## src/rtl/csc_defines.vh

```
`ifndef CSC_DEFINES_VH
`define CSC_DEFINES_VH

// control status word fields
`define CSC_CPU_ID_HI 31
`define CSC_CPU_ID_LO 24
`define CSC_REV_ID_HI 23
`define CSC_REV_ID_LO 16
`define CSC_POWER_DOWN_SELECT_HI 15
`define CSC_POWER_DOWN_SELECT_LO 10
`define CSC_SAT_BIT 9
`define CSC_ENDIAN_BIT 8
`define CSC_PCC_HI 7
`define CSC_PCC_LO 5
`define CSC_DCC_HI 4
`define CSC_DCC_LO 2
`define CSC_SAVED_INTERRUPT_ENABLE_BIT 1
`define CSC_GIE_BIT 0

// power-down codes
`define CSC_PD_NONE 6'h00
`define CSC_PD1_ENABLED 6'h09
`define CSC_PD1_ANY 6'h11
`define CSC_PD2 6'h1a
`define CSC_PD3 6'h1c

// cache configuration fields
`define CSC_CC_PRIO_BIT 31
`define CSC_CC_PFLUSH_BIT 9
`define CSC_CC_DFLUSH_BIT 8
`define CSC_CC_L2_HI 2
`define CSC_CC_L2_LO 0

// reset values
`define CSC_RST_CACHE_CTRL 3'h0
`define CSC_RST_L2 3'h0
`define CSC_RST_SAT 1'h0
`define CSC_RST_ENDIAN 1'h1
`define CSC_RST_GIE 1'h0
`define CSC_RST_SAVED_INTERRUPT_ENABLE 1'h0
`define CSC_RST_PRIO 1'h0
`define CSC_RST_FLUSH 1'h0
`define CSC_RST_PULSE 1'h0
`define CSC_RST_WORD 32'h0000_0000

`endif

```

## src/rtl/csc_regs.v

```verilog
//
// Function
// - bits 31:16 read the fixed cpu identifier and silicon revision
// - power-down select field always reads back as zero
// - codes 001001 and 010001 enter sleep level one, interrupt wake
// - codes 011010 and 011100 enter levels two and three, reset wake
// - saturation flag set by units, only cleared by software
// - hardware set beats a same-cycle software clear
// - saturation flag updates one full cycle after the operation
// - false-condition instructions never touch the saturation flag
// - bit 8 reads the byte order, little-endian by default
// - program cache field accepts 000 or 010, others reserved
// - data cache field accepts 000 or 010, others reserved
// - taking an interrupt saves global enable into saved enable
// - global enable gates maskable interrupts only, resets to 0
// - priority bit gives transfer switch precedence over data cache
// - cache config bits 9:8 write-only, 30:10 undefined, 7:3 zero
// - writing 1 to bit 9 invalidates the program cache
// - writing 1 to bit 8 invalidates the data cache
// - level2 partition field selects cache ways versus sram
//
`timescale 1ns/1ps
`default_nettype none
`include "csc_defines.vh"

module csc_regs #(
    // arbitrary neutral identity values
    parameter [7:0] CPU_ID = 8'h5a,
    parameter [7:0] REV_ID = 8'h01,
    parameter N_UNITS = 8
) (
    input wire ref_clk,
    input wire rstn,
    // move-control access: 0 selects control status, 1 cache configuration
    input wire move_wr,
    input wire move_rd,
    input wire move_sel,
    input wire [31:0] move_wdata,
    output wire [31:0] move_rdata,
    // saturation reports, one bit per functional unit
    input wire [N_UNITS-1:0] unit_saturate,
    input wire [N_UNITS-1:0] unit_cond_true,
    // interrupt and strap inputs
    input wire interrupt_taken,
    input wire little_endian_strap,
    input wire maskable_irq_req,
    // outputs to surrounding logic
    output wire maskable_irq_gated,
    output wire [5:0] power_down_req,
    output wire power_down_strobe,
    output wire [2:0] program_cache_ctrl,
    output wire [2:0] data_cache_ctrl,
    output wire global_interrupt_enable,
    output wire saved_interrupt_enable,
    output wire transfer_switch_priority,
    output wire program_cache_flush,
    output wire data_cache_flush,
    output wire [2:0] level2_partition
);

    // ----------------------------------------
    // decode helpers
    // ----------------------------------------
    function pd_valid;
        input [5:0] code;
        begin
            pd_valid = (code == `CSC_PD1_ENABLED) || (code == `CSC_PD1_ANY) ||
                       (code == `CSC_PD2) || (code == `CSC_PD3);
        end
    endfunction

    function cache_mode_ok;
        input [2:0] mode;
        begin
            cache_mode_ok = (mode == 3'h0) || (mode == 3'h2);
        end
    endfunction

    function l2_mode_ok;
        input [2:0] mode;
        begin
            l2_mode_ok = (mode <= 3'h3) || (mode == 3'h7);
        end
    endfunction

    wire wr_csw = move_wr && !move_sel;
    wire wr_cache_configuration = move_wr && move_sel;
    wire [5:0] pd_code = move_wdata[`CSC_POWER_DOWN_SELECT_HI:`CSC_POWER_DOWN_SELECT_LO];
    wire [2:0] pcc_in = move_wdata[`CSC_PCC_HI:`CSC_PCC_LO];
    wire [2:0] dcc_in = move_wdata[`CSC_DCC_HI:`CSC_DCC_LO];
    wire [2:0] l2_in = move_wdata[`CSC_CC_L2_HI:`CSC_CC_L2_LO];

    // ----------------------------------------
    // register state
    // ----------------------------------------
    reg sat_pend_q;
    reg sat_pend_d;
    reg saturation_flag_q;
    reg saturation_flag_d;
    reg endian_q;
    reg endian_d;
    reg strap_taken_q;
    reg strap_taken_d;
    reg [2:0] program_cache_ctrl_q;
    reg [2:0] program_cache_ctrl_d;
    reg [2:0] data_cache_ctrl_q;
    reg [2:0] data_cache_ctrl_d;
    reg global_interrupt_enable_q;
    reg global_interrupt_enable_d;
    reg saved_interrupt_enable_q;
    reg saved_interrupt_enable_d;
    reg [5:0] power_down_req_q;
    reg [5:0] power_down_req_d;
    reg power_down_strobe_q;
    reg power_down_strobe_d;
    reg maskable_irq_gated_q;
    reg maskable_irq_gated_d;
    reg transfer_switch_priority_q;
    reg transfer_switch_priority_d;
    reg program_cache_flush_q;
    reg program_cache_flush_d;
    reg data_cache_flush_q;
    reg data_cache_flush_d;
    reg [2:0] level2_partition_q;
    reg [2:0] level2_partition_d;
    reg [31:0] move_rdata_q;
    reg [31:0] move_rdata_d;

    // outputs are bare flops, no logic between register and pin
    assign move_rdata = move_rdata_q;
    assign maskable_irq_gated = maskable_irq_gated_q;
    assign power_down_req = power_down_req_q;
    assign power_down_strobe = power_down_strobe_q;
    assign program_cache_ctrl = program_cache_ctrl_q;
    assign data_cache_ctrl = data_cache_ctrl_q;
    assign global_interrupt_enable = global_interrupt_enable_q;
    assign saved_interrupt_enable = saved_interrupt_enable_q;
    assign transfer_switch_priority = transfer_switch_priority_q;
    assign program_cache_flush = program_cache_flush_q;
    assign data_cache_flush = data_cache_flush_q;
    assign level2_partition = level2_partition_q;

    // ----------------------------------------
    // saturation flag
    // ----------------------------------------
    // false condition masked per unit
    wire [N_UNITS-1:0] unit_sat_live;
    genvar gi;
    generate
        for (gi = 0; gi < N_UNITS; gi = gi + 1) begin : g_unit
            assign unit_sat_live[gi] = unit_saturate[gi] && unit_cond_true[gi];
        end
    endgenerate
    wire sat_event = |unit_sat_live;

    always @* begin
        sat_pend_d = sat_event;
    end

    // set by units, cleared by write of 0
    // set wins over clear
    // a clear racing a pending set must not hide the saturation
    always @* begin
        saturation_flag_d = saturation_flag_q;
        if (sat_pend_q) begin
            saturation_flag_d = 1'h1;
        end else if (wr_csw && !move_wdata[`CSC_SAT_BIT]) begin
            saturation_flag_d = 1'h0;
        end
    end

    always @(posedge ref_clk or negedge rstn) begin
        if (!rstn) begin
            sat_pend_q <= `CSC_RST_SAT;
            saturation_flag_q <= `CSC_RST_SAT;
        end else begin
            sat_pend_q <= sat_pend_d;
            saturation_flag_q <= saturation_flag_d;
        end
    end

    // ----------------------------------------
    // endian capture
    // ----------------------------------------
    // strap caught after reset release, not in the reset branch
    // byte order indicator
    always @* begin
        endian_d = endian_q;
        strap_taken_d = strap_taken_q;
        if (!strap_taken_q) begin
            endian_d = little_endian_strap;
            strap_taken_d = 1'h1;
        end
    end

    always @(posedge ref_clk or negedge rstn) begin
        if (!rstn) begin
            endian_q <= `CSC_RST_ENDIAN;
            strap_taken_q <= `CSC_RST_PULSE;
        end else begin
            endian_q <= endian_d;
            strap_taken_q <= strap_taken_d;
        end
    end

    // ----------------------------------------
    // control status word
    // ----------------------------------------
    always @* begin
        program_cache_ctrl_d = program_cache_ctrl_q;
        data_cache_ctrl_d = data_cache_ctrl_q;
        power_down_req_d = power_down_req_q;
        power_down_strobe_d = 1'h0;
        if (wr_csw) begin
            if (cache_mode_ok(pcc_in)) begin
                program_cache_ctrl_d = pcc_in;
            end
            if (cache_mode_ok(dcc_in)) begin
                data_cache_ctrl_d = dcc_in;
            end
            // only valid sleep codes reach controller
            if (pd_valid(pd_code)) begin
                power_down_req_d = pd_code;
                power_down_strobe_d = 1'h1;
            end
        end
    end

    // save enable on interrupt entry; hardware wins
    always @* begin
        saved_interrupt_enable_d = saved_interrupt_enable_q;
        global_interrupt_enable_d = global_interrupt_enable_q;
        if (interrupt_taken) begin
            saved_interrupt_enable_d = global_interrupt_enable_q;
            global_interrupt_enable_d = 1'h0;
        end else if (wr_csw) begin
            saved_interrupt_enable_d = move_wdata[`CSC_SAVED_INTERRUPT_ENABLE_BIT];
            global_interrupt_enable_d = move_wdata[`CSC_GIE_BIT];
        end
    end

    // maskable interrupts gated by global enable
    always @* begin
        maskable_irq_gated_d = maskable_irq_req && global_interrupt_enable_q;
    end

    always @(posedge ref_clk or negedge rstn) begin
        if (!rstn) begin
            program_cache_ctrl_q <= `CSC_RST_CACHE_CTRL;
            data_cache_ctrl_q <= `CSC_RST_CACHE_CTRL;
            global_interrupt_enable_q <= `CSC_RST_GIE;
            saved_interrupt_enable_q <= `CSC_RST_SAVED_INTERRUPT_ENABLE;
            power_down_req_q <= `CSC_PD_NONE;
            power_down_strobe_q <= `CSC_RST_PULSE;
            maskable_irq_gated_q <= `CSC_RST_PULSE;
        end else begin
            program_cache_ctrl_q <= program_cache_ctrl_d;
            data_cache_ctrl_q <= data_cache_ctrl_d;
            global_interrupt_enable_q <= global_interrupt_enable_d;
            saved_interrupt_enable_q <= saved_interrupt_enable_d;
            power_down_req_q <= power_down_req_d;
            power_down_strobe_q <= power_down_strobe_d;
            maskable_irq_gated_q <= maskable_irq_gated_d;
        end
    end

    // ----------------------------------------
    // cache configuration
    // ----------------------------------------
    always @* begin
        transfer_switch_priority_d = transfer_switch_priority_q;
        level2_partition_d = level2_partition_q;
        program_cache_flush_d = wr_cache_configuration && move_wdata[`CSC_CC_PFLUSH_BIT];
        data_cache_flush_d = wr_cache_configuration && move_wdata[`CSC_CC_DFLUSH_BIT];
        if (wr_cache_configuration) begin
            transfer_switch_priority_d = move_wdata[`CSC_CC_PRIO_BIT];
            if (l2_mode_ok(l2_in)) begin
                level2_partition_d = l2_in;
            end
        end
    end

    always @(posedge ref_clk or negedge rstn) begin
        if (!rstn) begin
            transfer_switch_priority_q <= `CSC_RST_PRIO;
            program_cache_flush_q <= `CSC_RST_FLUSH;
            data_cache_flush_q <= `CSC_RST_FLUSH;
            level2_partition_q <= `CSC_RST_L2;
        end else begin
            transfer_switch_priority_q <= transfer_switch_priority_d;
            program_cache_flush_q <= program_cache_flush_d;
            data_cache_flush_q <= data_cache_flush_d;
            level2_partition_q <= level2_partition_d;
        end
    end

    // ----------------------------------------
    // read path
    // ----------------------------------------
    // registered read data, one cycle after the read strobe
    // flush bits are pulses only, so nothing is stored to read back
    always @* begin
        move_rdata_d = move_rdata_q;
        if (move_rd) begin
            move_rdata_d = 32'h0000_0000;
            if (!move_sel) begin
                move_rdata_d[`CSC_CPU_ID_HI:`CSC_CPU_ID_LO] = CPU_ID;
                move_rdata_d[`CSC_REV_ID_HI:`CSC_REV_ID_LO] = REV_ID;
                move_rdata_d[`CSC_SAT_BIT] = saturation_flag_q;
                move_rdata_d[`CSC_ENDIAN_BIT] = endian_q;
                move_rdata_d[`CSC_PCC_HI:`CSC_PCC_LO] = program_cache_ctrl_q;
                move_rdata_d[`CSC_DCC_HI:`CSC_DCC_LO] = data_cache_ctrl_q;
                move_rdata_d[`CSC_SAVED_INTERRUPT_ENABLE_BIT] = saved_interrupt_enable_q;
                move_rdata_d[`CSC_GIE_BIT] = global_interrupt_enable_q;
            end else begin
                // write-only and reserved bits read zero
                move_rdata_d[`CSC_CC_PRIO_BIT] = transfer_switch_priority_q;
                move_rdata_d[`CSC_CC_L2_HI:`CSC_CC_L2_LO] = level2_partition_q;
            end
        end
    end

    always @(posedge ref_clk or negedge rstn) begin
        if (!rstn) begin
            move_rdata_q <= `CSC_RST_WORD;
        end else begin
            move_rdata_q <= move_rdata_d;
        end
    end

endmodule // csc_regs

`default_nettype wire

```

## config.mk

```make
export PLATFORM = sky130hd
export DESIGN_NAME = csc_regs
export DESIGN_NICKNAME = d
export VERILOG_FILES = /design/src/rtl/csc_regs.v
export VERILOG_INCLUDE_DIRS = /design/src /design/src/rtl
export SDC_FILE = /design/constraint.sdc
export NUM_CORES = 1
export LEC_CHECK = 0
export ABC_AREA = 1
export BUFFER_PORTS_ARGS = -buffer_cell sky130_fd_sc_hd__buf_4
export CORE_MARGIN = 1
export CORE_UTILIZATION = 38
export DETAILED_ROUTE_END_ITERATION = 7
export GPL_ROUTABILITY_DRIVEN = 0
export GPL_TIMING_DRIVEN = 1
export PLACE_DENSITY_LB_ADDON = 0.08
export SYNTH_ARGS = -nofsm -noshare
export SYNTH_HDL_FRONTEND = slang
export SYNTH_SLANG_ARGS = --single-unit
```

## constraint.sdc

```tcl
create_clock -name ref_clk -period 0.8 [get_ports ref_clk]
set_input_delay 0.08 -clock ref_clk [delete_from_list [all_inputs] [get_ports ref_clk]]
set_output_delay 0.08 -clock ref_clk [all_outputs]
set_load 0.03 [all_outputs]
```

======== Word level (Yosys, flattened, before mapping) ========
Index checks and enable logic that the tools add are counted.
cells by class
  equality and inequality tests ........... 7
  $lt $le $gt $ge ......................... 1
  reduce and logical (&&, ||, !) cells .... 31
  multiplexer cells ....................... 12
operator list
  kind                                                  count
  == test 6 x 5 -> 1 bit (second input constant)        3
  two-way mux 15 bit                                    1
  logical AND 1 bit                                     14
  two-way mux 1 bit                                     9
  AND reduction 2 bit                                   4
  OR reduction 8 bit                                    1
  two-way mux 7 bit                                     1
  == test 3 x 2 -> 1 bit (second input constant)        2
  == test 6 x 4 -> 1 bit (second input constant)        1
  logical NOT 3 bit                                     2
  logical OR 1 bit                                      6
  nonzero test 2 bit                                    2
  == test 3 bit (second input constant)                 1
  <= comparator 3 x 2 -> 1 bit (second input constant)  1
  two-way mux 3 bit                                     1
  logical NOT 1 bit                                     2
word-level totals
  word-level logic and storage cells ...... 67
  bits in registers ....................... 52
  output and inout bits ................... 54

======== Logic depth before layout (Yosys ltp) ========
Gate-level depths: netlist (run 1).
  depth in word-level cells ............... 6
  mapped depth ............................ 7

======== Worst setup path before layout (run 1) ========
OpenSTA, ideal clock, no wires.
  kind .................................... register to register
  start ................................... reg global_interrupt_enable (netlist name)
  end ..................................... reg global_interrupt_enable_q (netlist: global_interrupt_enable)
  required time ........................... 0.706 ns
  arrival ................................. 0.815 ns
  path slack .............................. -0.109 ns
  period minus slack after synthesis ...... 0.909 ns
  stages on the path, launching flop included .. 3
  path through ............................ dfrtp_1 > inv_1 > a211oi_1
RTL lines
  item                    RTL line        text
  end signal: assignment  csc_regs.v:251  global_interrupt_enable_q <= `CSC_RST_GIE;
  end signal: assignment  csc_regs.v:259  global_interrupt_enable_q <= global_interrupt_enable_d;
  end: declaration        csc_regs.v:108  reg global_interrupt_enable_q;

==> results.json, run 1 <==
{
  "pin_count": 110,
  "yosys_most_used_dff": "sky130_fd_sc_hd__dfrtp_1",
  "ctsHtreeMaxLevel": 2,
  "final_min_period_over_clock_period_pct": 122,
  "cellLeakagePower_nw": 1.58,
  "swShare_pct": 31.2,
  "dieArea_sq_um": 4860,
  "clk_skew_ns": 0.00828,
  "p_int_mw": 4.07,
  "critical_path.slowest_cell": "sky130_fd_sc_hd__dfrtp_2",
  "cts-root-buf": "sky130_fd_sc_hd__clkbuf_8",
  "cts.sink_count": 38,
  "synth_area_sq_um": 1740,
  "ranking_of_synthesized_cells_by_instance_count": "sky130_fd_sc_hd__nand2_1, sky130_fd_sc_hd__dfrtp_1, sky130_fd_sc_hd__buf_4, sky130_fd_sc_hd__nor2_1, sky130_fd_sc_hd__inv_1",
  "die_height_um": 69.7,
  "setup_ws_ns": -0.174,
  "yosys.area.top_type_share_pct": 53.2,
  "wirelength_um": 4200,
  "number_of_antenna_diodes": 0,
  "max-cap-violations": 0,
  "netlist_instances": 203,
  "synth_sequential_area_ratio_pct": 54.7,
  "hold_viol": 0,
  "finalNetCount": 374,
  "power_density_nw_per_um2": 2030,
  "vias_per_cell": 4.37,
  "path_buf_inv": 1,
  "power.share.combinational_pct": 32.9,
  "layout-area-overhead-vs-synth_pct": 67.7,
  "min_period_ns": 0.974,
  "post_cts_clock_slew_at_the_launch_and_capture_registers_of_the_worst_setup_and_hold_paths_ns": 0.07,
  "worst_path_largest_cell_delay_ns": 0.43,
  "cp.required_ns": 0.72,
  "sequential_cell_area_sq_um": 961,
  "initial_utilization_pct": 39.7,
  "criticalPathCategory": "reg2out",
  "final_design_area_no_fill_sq_um": 2920,
  "synth_enable_flop_cells": 0,
  "synth_top_cell_by_area": "sky130_fd_sc_hd__dfrtp_1",
  "run_status": "finished with violations",
  "final_layout_size_suffix_gt1_share_pct": 46.4,
  "dpl_cell_area_sq_um": 2390,
  "floorplan.rows": 24,
  "placement.io_buffers": 78,
  "synth_seq_cells": 38,
  "vias_in_the_first_global_route": 1495,
  "core_box_area_sq_um": 4380,
  "cp_max_fo": 6,
  "tritoncts_buffers": 5,
  "start_kind": "flip-flop",
  "grt_pass1_wl_um": 6570,
  "first_pass_iters": 4,
  "power.sequential.fraction_pct": 39.3,
  "unique_masters_post_synth": 25,
  "place_hpwl_um": 3050,
  "final_antenna_net_count": 0,
  "post-route-drc-count": 0,
  "post-synth-top-count-cell": "sky130_fd_sc_hd__nand2_1",
  "syn-mean-instance-area_sq_um": 8.58,
  "fillerInstances": 370,
  "fmaxAchievable_ghz": 1.03,
  "floorplan.die.width_um": 69.7,
  "critical_path.endpoint_type": "output port",
  "finalSetupViolCount": 44,
  "synthArstFlopShare_pct": 100,
  "ys_top_cells_by_area": "sky130_fd_sc_hd__dfrtp_1, sky130_fd_sc_hd__nand2_1, sky130_fd_sc_hd__buf_4",
  "total_switching_power_mw": 1.85,
  "grt_max_degree": 39,
  "grt_util_all_layers_pct": 17.2,
  "violations": "setup timing",
  "clkLatencyLatePin_ns": 0.29,
  "via_count": 1621,
  "path_cells": "buf_4",
  "multi_input_area_sq_um": 659,
  "drv_slew": 0,
  "power_frac_clock_pct": 27.8,
  "power.ir.vdd_worst_v": 0.00128,
  "tritoncts": "yes",
  "grt_antenna_before_repair": 0,
  "path_delay_family": "flip-flops",
  "critPathArrivalTime_ns": 0.89,
  "final.hold.worst_slack_ns": 0.00916,
  "fin_setup_tns_ns": -4.57,
  "clockBufferDepth": 2,
  "gr-total-overflow": 0,
  "wire_per_inst_um": 11.3,
  "drtIter0Drc": 76,
  "grt_setup_unrepaired": "yes",
  "hold_class": "in2reg",
  "yosys_warnings": 0
}
routing by layer:
metal,global-route usage (%),wire (um)
met3,5.09,267
met5,0,0
met1,20.3,1700
met2,30.2,2170
met4,5.33,58
cells by family after synthesis:
family | share of synthesized area, %
buf+inv | 13.8
other cells | 0.431
simple gates | 25.3
flops | 54.7
compound gates | 5.82
worst paths after layout:
| check | endpoint | slack (ns) | depth (start not counted) | from |
|---|---|---|---|---|
| max | move_rdata[16] | -0.17 | 1 | move_rdata[30] |
| min | transfer_switch_priority | 0.009 | 3 | move_wdata[31] |
| max reg2reg | saved_interrupt_enable | -0.05 | 3 | saved_interrupt_enable |
| min reg2reg | endian_q | 0.41 | 1 | strap_taken_q |
| max in group asynchronous | endian_q | 0.26 | 3 | rstn |
| min in group asynchronous | move_rdata[1] | 0.28 | 3 | rstn |
power by group through the flow:
stage	registers [mW]	clock network [mW]	logic, mW
global placement	2.33	0	1.50
floorplan	2.72	0	0.492
global route	2.35	1.80	2.07
detailed placement	2.33	0	1.51
CTS	2.32	1.69	1.87
finish	2.33	1.65	1.95
layout by cell type (no fill, tap or decap), drive strengths merged, types with 2 or more instances in the layout:
master       Yosys  layout
inv             22      22
clkbuf           0       7
or2              2       2
nand3            9       9
nand4            6       6
a21oi            2       2
o21ai           14      14
dlygate4sd3      0       5
dfrtp           37      37
nand2           64      64
buf             21     109
nor2            20      20
conb             2      17
flip-flops by register name (all words and copies together) (netlist names):
name and count:
data_cache_flush 1, power_down_req 6, move_rdata 12, saved_interrupt_enable 1, endian_q 1, program_cache_flush 1
global_interrupt_enable 1, transfer_switch_priority 1, program_cache_ctrl 3, level2_partition 3, saturation_flag_q 1, sat_pend_q 1
maskable_irq_gated 1, strap_taken_q 1, data_cache_ctrl 3, power_down_strobe 1
worst register-to-register path, delay by kind of cell, from the launching register on:
| kind | cells | cell delay (ns) |
|---|---|---|
| DFF | 1 | 0.42 |
| AOI/OAI and AO/OA | 2 | 0.18 |
| buffers and inverters | 1 | 0.13 |
metrics by stage:
| stage | cells | worst slack (ns) | utilization (%) | total power [mW] |
|---|---|---|---|---|
| floorplan | 218 | -0.0246 | - | 3.22 |
| global placement | 337 | -0.114 | 54.5 | 3.83 |
| detailed placement | 337 | -0.161 | 54.5 | 3.85 |
| CTS | 367 | -0.188 | 64.8 | 5.88 |
| global route | 371 | -0.218 | 66.6 | 6.22 |
| finish | 371 | -0.174 | 66.6 | 5.92 |
what timing repair did:
item / 4_1_cts / 5_1_grt
endpoints found under the setup margin: 38 / 48
cloned: 0 / 0
pin swaps: 2 / 4
endpoints found under the hold margin: 42 / 0
resized for setup: 48 / 16
hold buffers: 5 / 0
setup buffers: 17 / 5
layout make-up:
class	instances	share of cell area, %
inverters	22	2.91
clock buffers	7	2.96
well taps	52	2.23
repair buffers	114	35.4
clock inverters	1	1.03
multi-input cells	137	22.6
flip-flops and latches	38	32.9
(Power assumes the default switching activity.)
==> run 2: changes to the inputs <==
ABC_AREA = default   (was 1)
CORE_UTILIZATION = 40   (was 38)
==> run 2 against run 1 <==
- flip-flop and latch count is the same
- critical endpoint is now power_down_req[3]
- highest routed layer unchanged
- count of clock-buffer cells in the layout unchanged
- register-to-register slack lost 0.15 ns
- critical path depth rose by 1
- non-clock buffer count rose by 14
- area after synthesis increased by 11%
- the run still ends with setup timing left
- combinational power increased by 11%
- largest power group unchanged
- sequential share of layout area decreased by 3.5 points
==> results.json, run 2 <==
{
  "fmaxAchievable_ghz": 0.974,
  "clockBufferDepth": 2,
  "synth_enable_flop_cells": 0,
  "cts.sink_count": 38,
  "synth_area_sq_um": 1930,
  "final_antenna_net_count": 0,
  "start_kind": "flip-flop",
  "first_pass_iters": 6,
  "ctsHtreeMaxLevel": 2,
  "power.ir.vdd_worst_v": 0.00114,
  "final_min_period_over_clock_period_pct": 128,
  "run_status": "finished with violations",
  "dieArea_sq_um": 5100,
  "synthArstFlopShare_pct": 100,
  "timing.reg2reg.worst_path_depth": 3,
  "unique_masters_post_synth": 42,
  "violations": "setup timing",
  "netlist_instances": 189,
  "min_period_ns": 1.03,
  "tritoncts_buffers": 5,
  "worst_r2r_startpoint": "power_down_req[3]",
  "grt_pass1_wl_um": 8070,
  "critPathArrivalTime_ns": 0.95,
  "power_density_nw_per_um2": 1770,
  "multi_input_area_sq_um": 916,
  "finalNetCount": 365,
  "fillerInstances": 343,
  "cellLeakagePower_nw": 1.58,
  "grt_max_degree": 39,
  "fin_total_pwr_mw": 5.78,
  "ys_top_cells_by_area": "sky130_fd_sc_hd__dfrtp_1, sky130_fd_sc_hd__buf_4, sky130_fd_sc_hd__o21ai_0",
  "max-cap-violations": 0,
  "layout_commonest_cell": "sky130_fd_sc_hd__buf_4",
  "ranking_of_synthesized_cells_by_instance_count": "sky130_fd_sc_hd__dfrtp_1, sky130_fd_sc_hd__buf_4, sky130_fd_sc_hd__o21ai_0, sky130_fd_sc_hd__inv_1",
  "via_count": 1821,
  "largest_register_ff_count": 12,
  "hold_path_depth": 2,
  "grt_antenna_before_repair": 0,
  "final.hold.worst_slack_ns": 0.0249,
  "holdCritStartpoint": "maskable_irq_req",
  "syn-mean-instance-area_sq_um": 10.2,
  "cts-root-buf": "sky130_fd_sc_hd__clkbuf_8",
  "cp.required_ns": 0.72,
  "wire_per_inst_um": 14.1,
  "wirelength_um": 5120,
  "holdPathEnd": "maskable_irq_gated",
  "layout.cells.most_common_list": "sky130_fd_sc_hd__buf_4, sky130_fd_sc_hd__buf_6, sky130_fd_sc_hd__dfrtp_1, sky130_fd_sc_hd__conb_1",
  "synth_seq_cells": 38,
  "hold_viol": 0,
  "floorplan.rows": 24,
  "drv_slew": 0,
  "crit-reg2reg-capture": "power_down_req[3]",
  "hold_class": "in2reg",
  "layout.cells.non_filler": 362,
  "vias_per_cell": 5.03,
  "initial_utilization_pct": 42.8,
  "final_layout_size_suffix_gt1_share_pct": 54.8,
  "cp_max_fo": 2,
  "grt_setup_unrepaired": "yes",
  "post_cts_clock_slew_at_the_launch_and_capture_registers_of_the_worst_setup_and_hold_paths_ns": 0.08,
  "place_hpwl_um": 3430,
  "grt_util_all_layers_pct": 20.3,
  "clkLatencyLatePin_ns": 0.28,
  "critical_path.endpoint_type": "output port",
  "gr-total-overflow": 0,
  "pin_count": 110,
  "timing.reg2reg.setup_slack_ns": -0.20,
  "number_of_antenna_diodes": 0,
  "die_height_um": 71.4,
  "yosys.area.top_type_share_pct": 48.0,
  "clk_skew_ns": 0.00563,
  "placement.io_buffers": 78,
  "synth_top_cell_by_area": "sky130_fd_sc_hd__dfrtp_1",
  "vias_in_the_first_global_route": 1763,
  "post-route-drc-count": 0,
  "setup_ws_ns": -0.227,
  "tritoncts": "yes",
  "synth_sequential_area_ratio_pct": 49.4,
  "finalSetupViolCount": 52,
  "yosys_warnings": 0,
  "post-place-cells": 328,
  "criticalPathCategory": "reg2out",
  "core_box_area_sq_um": 4500,
  "post-synth-top-count-cell": "sky130_fd_sc_hd__dfrtp_1",
  "drtIter0Drc": 66,
  "sequential_cell_area_sq_um": 962,
  "yosys_most_used_dff": "sky130_fd_sc_hd__dfrtp_1",
  "floorplan.die.width_um": 71.4,
  "layout-area-overhead-vs-synth_pct": 69.7
}
## run 2: cell count changes in the layout (fill, tap and decap cells not counted), moves of 5 or more
cell                       before  now
sky130_fd_sc_hd__nand4_1        6    1
sky130_fd_sc_hd__nor2_1        16    8
sky130_fd_sc_hd__buf_6         41   56
sky130_fd_sc_hd__mux2i_1        0    5
sky130_fd_sc_hd__nor2b_1        0    6
sky130_fd_sc_hd__nand3b_1       0    8
sky130_fd_sc_hd__nand2_1       62    3
## run 2: worst max-delay path by stage
stage                 startpoint                 to  slack [ns]  depth (start not counted)
6_report       power_down_req[3]  power_down_req[3]       -0.23                          2
5_1_grt        power_down_req[3]  power_down_req[3]       -0.25                          2
4_1_cts        power_down_req[3]  power_down_req[3]       -0.23                          2
3_5_place_dp            move_sel  power_down_req[2]       -0.48                          4
3_3_place_gp            move_sel  power_down_req[1]       -0.45                          4
2_1_floorplan            move_wr  power_down_req[1]       -0.31                          5
## run 2: cell families after synthesis
family	count (synthesis)	share of synthesized area, %
and+or+nand+nor	50	15.4
AOI/OAI and AO/OA	44	15.5
buffers and inverters	43	13.0
DFF	38	49.4
muxes	10	5.45
xor gates and xnor gates	2	0.909
other	2	0.390
## run 2: report_power, final
part	switching, mW	internal [mW]	total [mW]
sequential	0.160	2.11	2.27
clock	0.639	0.695	1.33
combinational	1.06	1.11	2.17
total	1.86	3.92	5.78
## run 2: timing repair
item / in CTS / in global routing
pin swaps: 4 / 2
setup buffers: 20 / 6
endpoints found under the hold margin: 40 / 0
setup endpoints to repair: 46 / 64
gates resized for setup: 63 / 23
hold buffers: 2 / 0
## run 2: metal layers
metal,global-route usage (%),share of wire [%],vias to the layer above
met3,4.64,4.5,4
met2,36.2,53,58
li1,-,-,869
met5,0,0,-
met4,4.89,0.45,0
met1,24.8,42,890
## run 2: worst max-delay path: stages, from the launching register on
cell	delay (ns)
sky130_fd_sc_hd__dfrtp_1	0.42
sky130_fd_sc_hd__buf_6	0.13
sky130_fd_sc_hd__buf_6	0.12
## run 2: cell type report
cell class	instances	share of cell area (%)
Clock buffer	7	2.64
Clock inverter	1	0.153
Inverter	13	1.49
Multi-Input combinational cell	123	28.0
Sequential cell	38	29.4
Tap cell	52	1.99
Timing Repair Buffer	128	36.3
## run 2: stage by stage
step | cell area [sq um] | utilization, % | setup slack [ns] | setup TNS (ns)
after global placement | 2700 | 59.9 | -0.452 | -5.73
after floorplan | 2080 | - | -0.306 | -2.20
final | 3270 | 72.6 | -0.227 | -6.35
after CTS | 3200 | 70.9 | -0.225 | -6.54
after detailed placement | 2700 | 59.9 | -0.478 | -6.15
after global routing | 3270 | 72.6 | -0.254 | -8.03
